<file path="config.mk">
export PLATFORM = sky130hd
export DESIGN_NAME = sac_top
export DESIGN_NICKNAME = d
export VERILOG_FILES = /design/src/hdl/sac_pkg.sv /design/src/hdl/sac_top.sv /design/src/hdl/sac_clkdiv.sv
export SDC_FILE = /design/constraint.sdc
export NUM_CORES = 1
export LEC_CHECK = 0
export BUFFER_PORTS_ARGS = -buffer_cell sky130_fd_sc_hd__buf_2
export CELL_PAD_IN_SITES_DETAIL_PLACEMENT = 0
export CELL_PAD_IN_SITES_GLOBAL_PLACEMENT = 1
export CORE_ASPECT_RATIO = 0.5
export CORE_UTILIZATION = 38
export CTS_CLUSTER_DIAMETER = 200
export DETAILED_ROUTE_END_ITERATION = 10
export PLACE_DENSITY_LB_ADDON = 0.08
export SETUP_SLACK_MARGIN = 0.5
export SYNTH_ARGS = -nofsm -noshare
export SYNTH_HDL_FRONTEND = slang
export SYNTH_SLANG_ARGS = --single-unit
</file>
<file path="constraint.sdc">
create_clock -name core_clk_i -period 2.14 [get_ports core_clk_i]
set_input_delay 0 -clock core_clk_i [delete_from_list [all_inputs] [get_ports core_clk_i]]
set_output_delay 0 -clock core_clk_i [all_outputs]
set_load 0.005 [all_outputs]
</file>
<file path="src/hdl/sac_pkg.sv">
// Package of constants and types for the converter control block
//
// Behaviour
// - Converter runs only while enable is set
// - Two selectors give 19 inputs each: 17 pins plus two internal
// - Positive: port pins, temperature sensor, supply
// - Negative: port pins, reference, ground
// - Ground negative means single-ended, else differential
// - Completion loads high and low result bytes
// - Justify bit 0 right, 1 left
// - Single-ended codes are 10-bit unsigned
// - Single-ended unused bits zero; full scale 03ff right-justified, ffc0 left-justified
// - Differential codes are 10-bit two's complement
// - Right-justified differential high byte sign-extends
// - Left-justified differential low bits are zero
// - Throughput never above 200 ksps
// - Conversion clock is system clock over divider+1
// - Three-bit field picks one of six sources
// - Sensor select routes sensor to positive input
// - Sources: busy write, timers 0-3, external edge
// - Busy high while converting; fall at completion sets done flag, an abort by disable does not
// - Negative 11111 ground, 11110 reference
package sac_pkg;
   // -----------------------------------------------------------------
   // Timing
   // -----------------------------------------------------------------
   localparam int unsigned CLK_HZ         = 10000000;
   localparam int unsigned MAX_SPS        = 200000;
   localparam int unsigned MIN_CONV_CYC   = (CLK_HZ + MAX_SPS - 1) / MAX_SPS;
   localparam logic [5:0]  MIN_CONV_CNT   = MIN_CONV_CYC[5:0];
   localparam logic [3:0]  SAR_BITS       = 4'ha;
   localparam logic [3:0]  SAR_TICKS      = 4'hc;
   // -----------------------------------------------------------------
   // Selection codes
   // -----------------------------------------------------------------
   localparam logic [4:0]  SEL_PIN_LAST   = 5'h10;
   localparam logic [4:0]  POS_TEMP       = 5'h1e;
   localparam logic [4:0]  POS_VDD        = 5'h1f;
   localparam logic [4:0]  NEG_VREF       = 5'h1e;
   localparam logic [4:0]  NEG_GND        = 5'h1f;
   // -----------------------------------------------------------------
   // Start sources
   // -----------------------------------------------------------------
   localparam logic [2:0]  SRC_SOFT       = 3'h0;
   localparam logic [2:0]  SRC_TMR0       = 3'h1;
   localparam logic [2:0]  SRC_TMR2       = 3'h2;
   localparam logic [2:0]  SRC_TMR1       = 3'h3;
   localparam logic [2:0]  SRC_EXT        = 3'h4;
   localparam logic [2:0]  SRC_TMR3       = 3'h5;
   // -----------------------------------------------------------------
   // Reset values
   // -----------------------------------------------------------------
   localparam logic [4:0]  DIV_RST        = 5'h1f;
   localparam logic [15:0] RESULT_RST     = 16'h0000;
   // Analog routing to the converter core
   typedef enum logic [1:0] {
      SAC_P_PIN  = 2'h0,
      SAC_P_TEMP = 2'h1,
      SAC_P_VDD  = 2'h2,
      SAC_P_NONE = 2'h3
   } sac_pos_src_t;
   typedef enum logic [1:0] {
      SAC_N_PIN  = 2'h0,
      SAC_N_VREF = 2'h1,
      SAC_N_GND  = 2'h2,
      SAC_N_NONE = 2'h3
   } sac_neg_src_t;
   typedef struct packed {
      sac_pos_src_t pos_src;
      logic [4:0]   pos_pin;
      sac_neg_src_t neg_src;
      logic [4:0]   neg_pin;
      logic         single_ended;
   } sac_mux_t;
   typedef struct packed {
      logic [7:0] high_byte;
      logic [7:0] low_byte;
   } sac_result_t;
   typedef enum logic [2:0] {
      SAC_OFF  = 3'b001,
      SAC_IDLE = 3'b010,
      SAC_CONV = 3'b100
   } sac_state_t;
endpackage

</file>
<file path="src/hdl/sac_top.sv">
// Converter control, start selection and result formatting
`timescale 1ns/1ps
`default_nettype none
module sac_top
   import sac_pkg::*;
(
   input  wire logic        core_clk_i,
   input  wire logic        rst_i,
   input  wire logic        converter_enable_i,
   input  wire logic [4:0]  positive_select_field_i,
   input  wire logic [4:0]  negative_input_select_i,
   input  wire logic [4:0]  conversion_clock_divider_i,
   input  wire logic        left_justify_select_i,
   input  wire logic [2:0]  start_source_select_i,
   input  wire logic        busy_write_one_i,
   input  wire logic [3:0]  timer_overflow_i,
   input  wire logic        external_start_input_i,
   input  wire logic        done_flag_clear_i,
   input  wire logic        done_int_enable_i,
   input  wire logic        sar_compare_i,
   output logic             converter_power_o,
   output sac_mux_t         input_multiplexer_o,
   output logic [9:0]       sar_trial_o,
   output logic             sar_sample_o,
   output logic             conversion_busy_o,
   output logic             conversion_done_flag_o,
   output logic             conversion_irq_o,
   output logic [7:0]       result_high_byte_o,
   output logic [7:0]       result_low_byte_o
);
   // -----------------------------------------------------------------
   // Declarations
   // -----------------------------------------------------------------
   sac_state_t  state_r, state_nxt;
   logic [1:0]  ext_sync_r;
   logic        ext_prev_r;
   logic        ext_rise;
   logic        start_req;
   logic        tick;
   logic [3:0]  tick_cnt_r, tick_cnt_nxt;
   logic [5:0]  cyc_cnt_r, cyc_cnt_nxt;
   logic [9:0]  sar_r, sar_nxt;
   logic [9:0]  bit_r, bit_nxt;
   logic        ljst_r;
   logic        se_r;
   logic        done_r;
   logic        conv_end;
   logic        done_set;
   sac_result_t result_r;
   sac_result_t fmt_res;
   logic        running;
   logic        pos_pin_ok;
   logic        neg_pin_ok;
   logic        se_mode;

   // Format a 10-bit word into the two result bytes
   function automatic sac_result_t fmt(input logic [9:0] w,
                                       input logic       ljst,
                                       input logic       se);
      sac_result_t r;
      r = '0;
      if (ljst) begin
         r = {w, 6'h00};
      end else if (se) begin
         r = {6'h00, w};
      end else begin
         r = {{6{w[9]}}, w};
      end
      return r;
   endfunction

   // -----------------------------------------------------------------
   // Input multiplexer decode
   // -----------------------------------------------------------------
   assign pos_pin_ok = positive_select_field_i <= SEL_PIN_LAST;
   assign neg_pin_ok = negative_input_select_i <= SEL_PIN_LAST;
   assign se_mode    = negative_input_select_i == NEG_GND;
   // Positive side: pins, sensor, supply
   assign input_multiplexer_o.pos_src =
      pos_pin_ok ? SAC_P_PIN :
      (positive_select_field_i == POS_TEMP) ? SAC_P_TEMP :
      (positive_select_field_i == POS_VDD)  ? SAC_P_VDD  : SAC_P_NONE;
   assign input_multiplexer_o.pos_pin = positive_select_field_i;
   // Negative side: pins, reference, ground
   assign input_multiplexer_o.neg_src =
      neg_pin_ok ? SAC_N_PIN :
      (negative_input_select_i == NEG_VREF) ? SAC_N_VREF :
      se_mode ? SAC_N_GND : SAC_N_NONE;
   assign input_multiplexer_o.neg_pin      = negative_input_select_i;
   assign input_multiplexer_o.single_ended = se_mode;

   // -----------------------------------------------------------------
   // Start source selection
   // -----------------------------------------------------------------
   assign ext_rise  = ext_sync_r[1] && !ext_prev_r;
   assign start_req =
      (start_source_select_i == SRC_SOFT) ? busy_write_one_i :
      (start_source_select_i == SRC_TMR0) ? timer_overflow_i[0] :
      (start_source_select_i == SRC_TMR1) ? timer_overflow_i[1] :
      (start_source_select_i == SRC_TMR2) ? timer_overflow_i[2] :
      (start_source_select_i == SRC_TMR3) ? timer_overflow_i[3] :
      (start_source_select_i == SRC_EXT)  ? ext_rise : 1'b0;

   // Synchronise the external start pin
   always_ff @(posedge core_clk_i) begin
      if (rst_i) begin
         ext_sync_r <= 2'b00;
         ext_prev_r <= 1'b0;
      end else begin
         ext_sync_r <= {ext_sync_r[0], external_start_input_i};
         ext_prev_r <= ext_sync_r[1];
      end
   end

   // -----------------------------------------------------------------
   // Conversion clock
   // -----------------------------------------------------------------
   assign running = (state_r == SAC_CONV);
   sac_clkdiv u_div (
      .core_clk_i (core_clk_i),
      .rst_i      (rst_i),
      .run_i      (running),
      .div_i      (conversion_clock_divider_i),
      .tick_o     (tick)
   );

   // -----------------------------------------------------------------
   // Sequencer
   // -----------------------------------------------------------------
   // Ends after all SAR ticks and the minimum conversion period
   assign conv_end = running && (tick_cnt_r == SAR_TICKS)
                     && (cyc_cnt_r >= MIN_CONV_CNT);
   always_comb begin
      state_nxt = state_r;
      unique case (state_r)
         SAC_OFF: begin
            if (converter_enable_i) begin
               state_nxt = SAC_IDLE;
            end
         end
         SAC_IDLE: begin
            if (!converter_enable_i) begin
               state_nxt = SAC_OFF;
            end else if (start_req) begin
               state_nxt = SAC_CONV;
            end
         end
         SAC_CONV: begin
            if (!converter_enable_i) begin
               state_nxt = SAC_OFF;
            end else if (conv_end) begin
               state_nxt = SAC_IDLE;
            end
         end
         default: state_nxt = SAC_OFF;
      endcase
   end

   // Counters and successive approximation
   always_comb begin
      tick_cnt_nxt = tick_cnt_r;
      cyc_cnt_nxt  = cyc_cnt_r;
      sar_nxt      = sar_r;
      bit_nxt      = bit_r;
      if (state_nxt == SAC_CONV && !running) begin
         tick_cnt_nxt = 4'h0;
         cyc_cnt_nxt  = 6'h00;
         sar_nxt      = 10'h000;
         bit_nxt      = 10'h200;
      end else if (running) begin
         if (cyc_cnt_r < MIN_CONV_CNT) begin
            cyc_cnt_nxt = cyc_cnt_r + 6'h01;
         end
         if (tick && tick_cnt_r < SAR_TICKS) begin
            tick_cnt_nxt = tick_cnt_r + 4'h1;
            if (tick_cnt_r >= 4'h2 && bit_r != 10'h000) begin
               sar_nxt = sar_compare_i ? (sar_r | bit_r) : sar_r;
               bit_nxt = bit_r >> 1;
            end
         end
      end
   end
   // Trial word: differential results are stored two's complement
   assign sar_trial_o  = sar_r | bit_r;
   assign sar_sample_o = running && (tick_cnt_r < 4'h2);
   assign fmt_res      = fmt(se_r ? sar_r : {~sar_r[9], sar_r[8:0]},
                             ljst_r, se_r);
   assign done_set     = conv_end;

   // State registers
   always_ff @(posedge core_clk_i) begin
      if (rst_i) begin
         state_r    <= SAC_OFF;
         tick_cnt_r <= 4'h0;
         cyc_cnt_r  <= 6'h00;
         sar_r      <= 10'h000;
         bit_r      <= 10'h000;
      end else begin
         state_r    <= state_nxt;
         tick_cnt_r <= tick_cnt_nxt;
         cyc_cnt_r  <= cyc_cnt_nxt;
         sar_r      <= sar_nxt;
         bit_r      <= bit_nxt;
      end
   end

   // Latch format controls at start
   always_ff @(posedge core_clk_i) begin
      if (rst_i) begin
         ljst_r <= 1'b0;
         se_r   <= 1'b0;
      end else if (state_nxt == SAC_CONV && !running) begin
         ljst_r <= left_justify_select_i;
         se_r   <= se_mode;
      end
   end

   // Result and done flag; a set beats a clear
   always_ff @(posedge core_clk_i) begin
      if (rst_i) begin
         result_r <= RESULT_RST;
         done_r   <= 1'b0;
      end else begin
         if (conv_end) begin
            result_r <= fmt_res;
         end
         if (done_set) begin
            done_r <= 1'b1;
         end else if (done_flag_clear_i) begin
            done_r <= 1'b0;
         end
      end
   end

   // -----------------------------------------------------------------
   // Outputs
   // -----------------------------------------------------------------
   assign converter_power_o      = (state_r != SAC_OFF);
   assign conversion_busy_o      = running;
   assign conversion_done_flag_o = done_r;
   assign conversion_irq_o       = done_r && done_int_enable_i;
   assign result_high_byte_o     = result_r.high_byte;
   assign result_low_byte_o      = result_r.low_byte;

   // -----------------------------------------------------------------
   // Checks
   // -----------------------------------------------------------------
   a_off_no_busy: assert property (@(posedge core_clk_i) disable iff (rst_i)
      !converter_enable_i |=> !conversion_busy_o)
      else $error("busy while disabled");
   a_mode_decode: assert property (@(posedge core_clk_i) disable iff (rst_i)
      input_multiplexer_o.single_ended ==
      (negative_input_select_i == 5'h1f))
      else $error("mode decode wrong");
   a_busy_fall_done: assert property (@(posedge core_clk_i)
      disable iff (rst_i)
      $fell(conversion_busy_o) && converter_enable_i
      |-> conversion_done_flag_o)
      else $error("done not set on busy fall");
   a_result_hold: assert property (@(posedge core_clk_i) disable iff (rst_i)
      !$past(conv_end) |-> $stable(result_r))
      else $error("result changed without completion");
   a_min_period: assert property (@(posedge core_clk_i) disable iff (rst_i)
      $rose(conversion_busy_o) |-> conversion_busy_o [*8])
      else $error("conversion too short");
   a_se_zero_high: assert property (@(posedge core_clk_i) disable iff (rst_i)
      $past(conv_end) && se_r && !ljst_r
      |-> result_high_byte_o[7:2] == 6'h00)
      else $error("single-ended high bits not zero");
   a_sign_ext: assert property (@(posedge core_clk_i) disable iff (rst_i)
      $past(conv_end) && !se_r && !ljst_r
      |-> result_high_byte_o[7:2] == {6{result_high_byte_o[1]}})
      else $error("sign extension wrong");
   a_left_low_zero: assert property (@(posedge core_clk_i)
      disable iff (rst_i)
      $past(conv_end) && ljst_r
      |-> result_low_byte_o[5:0] == 6'h00)
      else $error("left-justified low bits not zero");
   a_soft_start: assert property (@(posedge core_clk_i) disable iff (rst_i)
      state_r == SAC_IDLE && converter_enable_i && busy_write_one_i
      && start_source_select_i == 3'h0 |=> conversion_busy_o)
      else $error("software start ignored");
endmodule
`default_nettype wire

</file>
<file path="src/hdl/sac_clkdiv.sv">
// Conversion clock divider producing one-cycle ticks
`timescale 1ns/1ps
`default_nettype none
module sac_clkdiv
   import sac_pkg::*;
(
   input  wire logic       core_clk_i,
   input  wire logic       rst_i,
   input  wire logic       run_i,
   input  wire logic [4:0] div_i,
   output logic            tick_o
);
   logic [4:0] cnt_r;
   logic [4:0] cnt_nxt;
   // -----------------------------------------------------------------
   // Divide by value plus one
   // -----------------------------------------------------------------
   assign tick_o  = run_i && (cnt_r >= div_i);
   assign cnt_nxt = (!run_i || tick_o) ? 5'h00 : cnt_r + 5'h01;
   // Counter
   always_ff @(posedge core_clk_i) begin
      if (rst_i) begin
         cnt_r <= 5'h00;
      end else begin
         cnt_r <= cnt_nxt;
      end
   end
   // Tick spacing assertion: no back-to-back ticks unless dividing by one
   a_tick_period: assert property (@(posedge core_clk_i) disable iff (rst_i)
      tick_o && run_i ##1 run_i && $stable(div_i) && div_i != 5'h00
      |-> !tick_o)
      else $error("divider tick too early");
endmodule
`default_nettype wire

</file>
==> flow_summary_export.csv <==
group,metric,value,unit
run_status,outcome,"complete, no violations",
timing,rsz0062_at_grt,"true",
synth,synth-seq-area-share,42.35,%
finish,fin_area,4359,um^2
clock_network,clock_latency,330,ps
synth,avgSynthCellArea,8.343,um^2
global_route,gr-usage-all-layers,20.23,%
clock_network,clk_pin_slew_worst_paths,50,ps
critical_path,crit_fanout,6,
timing,worst_slew_pin_slew,498.5,ps
critical_path,cp.arrival,2030,ps
clock_network,cts_root_buffer,"clkbuf_16",
detailed_routing,postRouteAntennaNets,0,
synth,yosysWarnings,0,
synth,ys_types,43,
detailed_routing,drt_first_pass_iters,4,
timing,post-route-min-period,1833,ps
min_path,hold_path.class,"input port to flip-flop",
power_and_ir_drop,seq_power_share,43.7,%
critical_path,cp-start-kind,"flip-flop",
power_and_ir_drop,power_frac_comb,6.2,%
detailed_routing,drt_wl_total,7.719,mm
detailed_routing,drt-vias-per-instance,4.991,
placement,hpwl,4.687,mm
placement,portBuffers,76,
detailed_routing,drt_iter0_drc,127,
clock_network,numCtsBuffers,9,
global_route,grt_pass1_wl,11.87,mm
clock_network,tritoncts,"yes",
synth,syn-num-nets,382,
synth,synth-seq-cells,60,
timing,drv_slew,0,
timing,setup_viol,0,
timing,clock_skew,4.905,ps
finish,nets,480,
placement,place_congestion,0.6984,
detailed_routing,wl_per_cell,14.43,um
floorplan,rows,21,
critical_path,endpoint_kind,"flip-flop",
timing,final_hold_viol_count,0,
global_route,grt_pass1_vias,2441,
finish,insertedDiodeCount,0,
power_and_ir_drop,internal_power,2.011,mW
floorplan,die-area,7835,um^2
finish,layout_commonest_cell,"buf_2",
detailed_routing,vias,2670,
global_route,grt_max_degree,27,
critical_path,cp.required,2340,ps
power_and_ir_drop,p_sw_share,21.93,%
floorplan,initial_utilization,40.89,%
power_and_ir_drop,p_sw,0.5650,mW
floorplan,pin_count,77,
floorplan,die_w,124.2,um
global_route,grt_overflow,0,
power_and_ir_drop,power_leakage,1.844,nW
finish,most-common-layout-cells,"buf_2 (76), dfxtp_1 (49), nor2_1 (48)",
clock_network,htree_levels,3,
power_and_ir_drop,ir_drop,0.3638,mV
detailed_routing,drc,0,
timing,fmax,545.6,MHz
power_and_ir_drop,power_frac_clock,50.1,%
timing,slew_headroom,66.77,%
floorplan,die_h,63.09,um
floorplan,core_area,6937,um^2
synth,synth_async_sr_flop_share,0,%
clock_network,cts_sinks,60,
power_and_ir_drop,p_per_area,591.0,nW/um^2
finish,drive_above_1_share,52.14,%
synth,synth_area,2836,um^2
global_route,antenna_found_initial,0,
timing,tns,0,ps
timing,timing.final.crit_share,85.65,%
placement,placed_area,3374,um^2
finish,final_util,62.84,%
run,max_cap_violations,0,
clock_network,clock_path_buffers,2,
synth,syn_inst,340,
critical_path,critical_path_class,"flip-flop to flip-flop",
finish,area_growth,53.68,%
synth,synth_edf_count,0,
synth,ys.flop_type,"dfxtp_1",
critical_path,r2r_setup_slack,310,ps
==> per-layer routing <==
layer  GRT usage, %  vias to the layer above  part of all wire (%)
li1               -                     1343                     -
met1          26.40                     1235                    48
met2          30.39                       83                    44
met3          7.971                        9                   5.8
met4          6.399                        0                   1.2
met5              0                        -                     0
==> power groups by stage <==
stage / Combinational [mW] / Clock, mW / Sequential (mW)
final: 0.159 / 1.29 / 1.13
after global routing: 0.176 / 1.38 / 1.13
after CTS: 0.145 / 1.32 / 1.13
after detailed placement: 0.126 / 0 / 1.15
after global placement: 0.122 / 0 / 1.15
after floorplan: 0.0797 / 0 / 1.15
==> critical path, stage by stage (launching register included) <==
cell     delay, ps
dfxtp_2        310
or3b_4         430
or4_4          490
buf_12         180
buf_12         140
a21oi_2        110
nor2_1          50
==> final cells by class <==
class	instances	area (um^2)
clock buffer	14	254.0
clock inverter	2	10.01
fill	600	2577
inverter	15	56.30
multi-input combinational	240	1894
sequential	60	1220
tap	92	115.1
timing repair buffer	112	809.5
==> final timing paths <==
check / start / to / cells after the start
hold reg to reg: ext_sync_r[0] / ext_sync_r[1] / 1
setup / recovery: state_r[0] / result_high_byte_o[1] / 6
setup reg to reg: state_r[0] / result_high_byte_o[1] / 6
hold / removal: sar_compare_i / sar_r[0] / 3
==> stage by stage <==
| step | power, mW | cells | setup slack (ps) | hold slack [ps] |
|---|---|---|---|---|
| after floorplan | 1.230 | 340 | 379.6 | 73.69 |
| after global placement | 1.273 | 488 | 248.3 | 193.8 |
| after detailed placement | 1.277 | 488 | 209.5 | 195.0 |
| after CTS | 2.588 | 526 | 294.5 | 41.49 |
| after global routing | 2.683 | 535 | 237.1 | 92.60 |
| final | 2.576 | 535 | 307.2 | 88.05 |
==> logic make-up (layout without fill, tap and decap cells) <==
family / after synthesis / after routing / synth area share, %
adder cells (fa/ha/maj): 11 / 11 / 4.852
multiplexers: 6 / 6 / 2.558
flip-flops: 60 / 60 / 42.35
AND/OR/NAND/NOR: 147 / 148 / 25.19
buffers and inverters: 41 / 143 / 8.249
AO/OA/AOI/OAI: 65 / 65 / 13.72
XOR/XNOR: 10 / 10 / 3.088
==> sequential cells by signal (all words and copies together), names as in the netlist <==
name                    cells
se_r                        1
bit_r                      10
sar_r                      10
u_div.cnt_r                 5
tick_cnt_r                  4
ljst_r                      1
state_r                     3
result_high_byte_o          8
conversion_done_flag_o      1
cyc_cnt_r                   6
ext_sync_r                  2
ext_prev_r                  1
result_low_byte_o           8
==> Yosys cell counts, types with 2 or more instances <==
cell | number | area, um^2
nor2_1 | 59 | 221.5
buf_2 | 4 | 20.02
o21ai_0 | 2 | 10.01
dfxtp_1 | 60 | 1201
a21o_1 | 2 | 15.01
or3_1 | 2 | 12.51
nor3_1 | 2 | 10.01
xor2_1 | 6 | 52.55
nand4_1 | 4 | 25.02
nand2_1 | 29 | 108.9
nand3_1 | 11 | 55.05
a21oi_1 | 42 | 210.2
clkbuf_1 | 5 | 18.77
inv_1 | 15 | 56.30
nor4_1 | 5 | 31.28
mux2i_1 | 5 | 50.05
or3b_2 | 2 | 17.52
and2_1 | 2 | 12.51
ha_1 | 11 | 137.6
nor3b_1 | 6 | 45.04
buf_4 | 12 | 90.09
a31oi_1 | 11 | 68.82
nand2b_1 | 3 | 18.77
nor2b_1 | 5 | 31.28
buf_6 | 4 | 45.04
or2_2 | 10 | 62.56
o21ba_2 | 2 | 20.02
xnor2_1 | 4 | 35.03
==> timing repair <==
action                                  4_1_cts  5_1_grt
endpoints found under the hold margin         5        0
buffers inserted                             15        6
resized for setup                            44       52
hold buffers                                  4        0
endpoints found under the setup margin       46       51
cloned                                        3        3
pin swaps                                     5       18
Note: power is estimated with default switching activity, not from simulation.
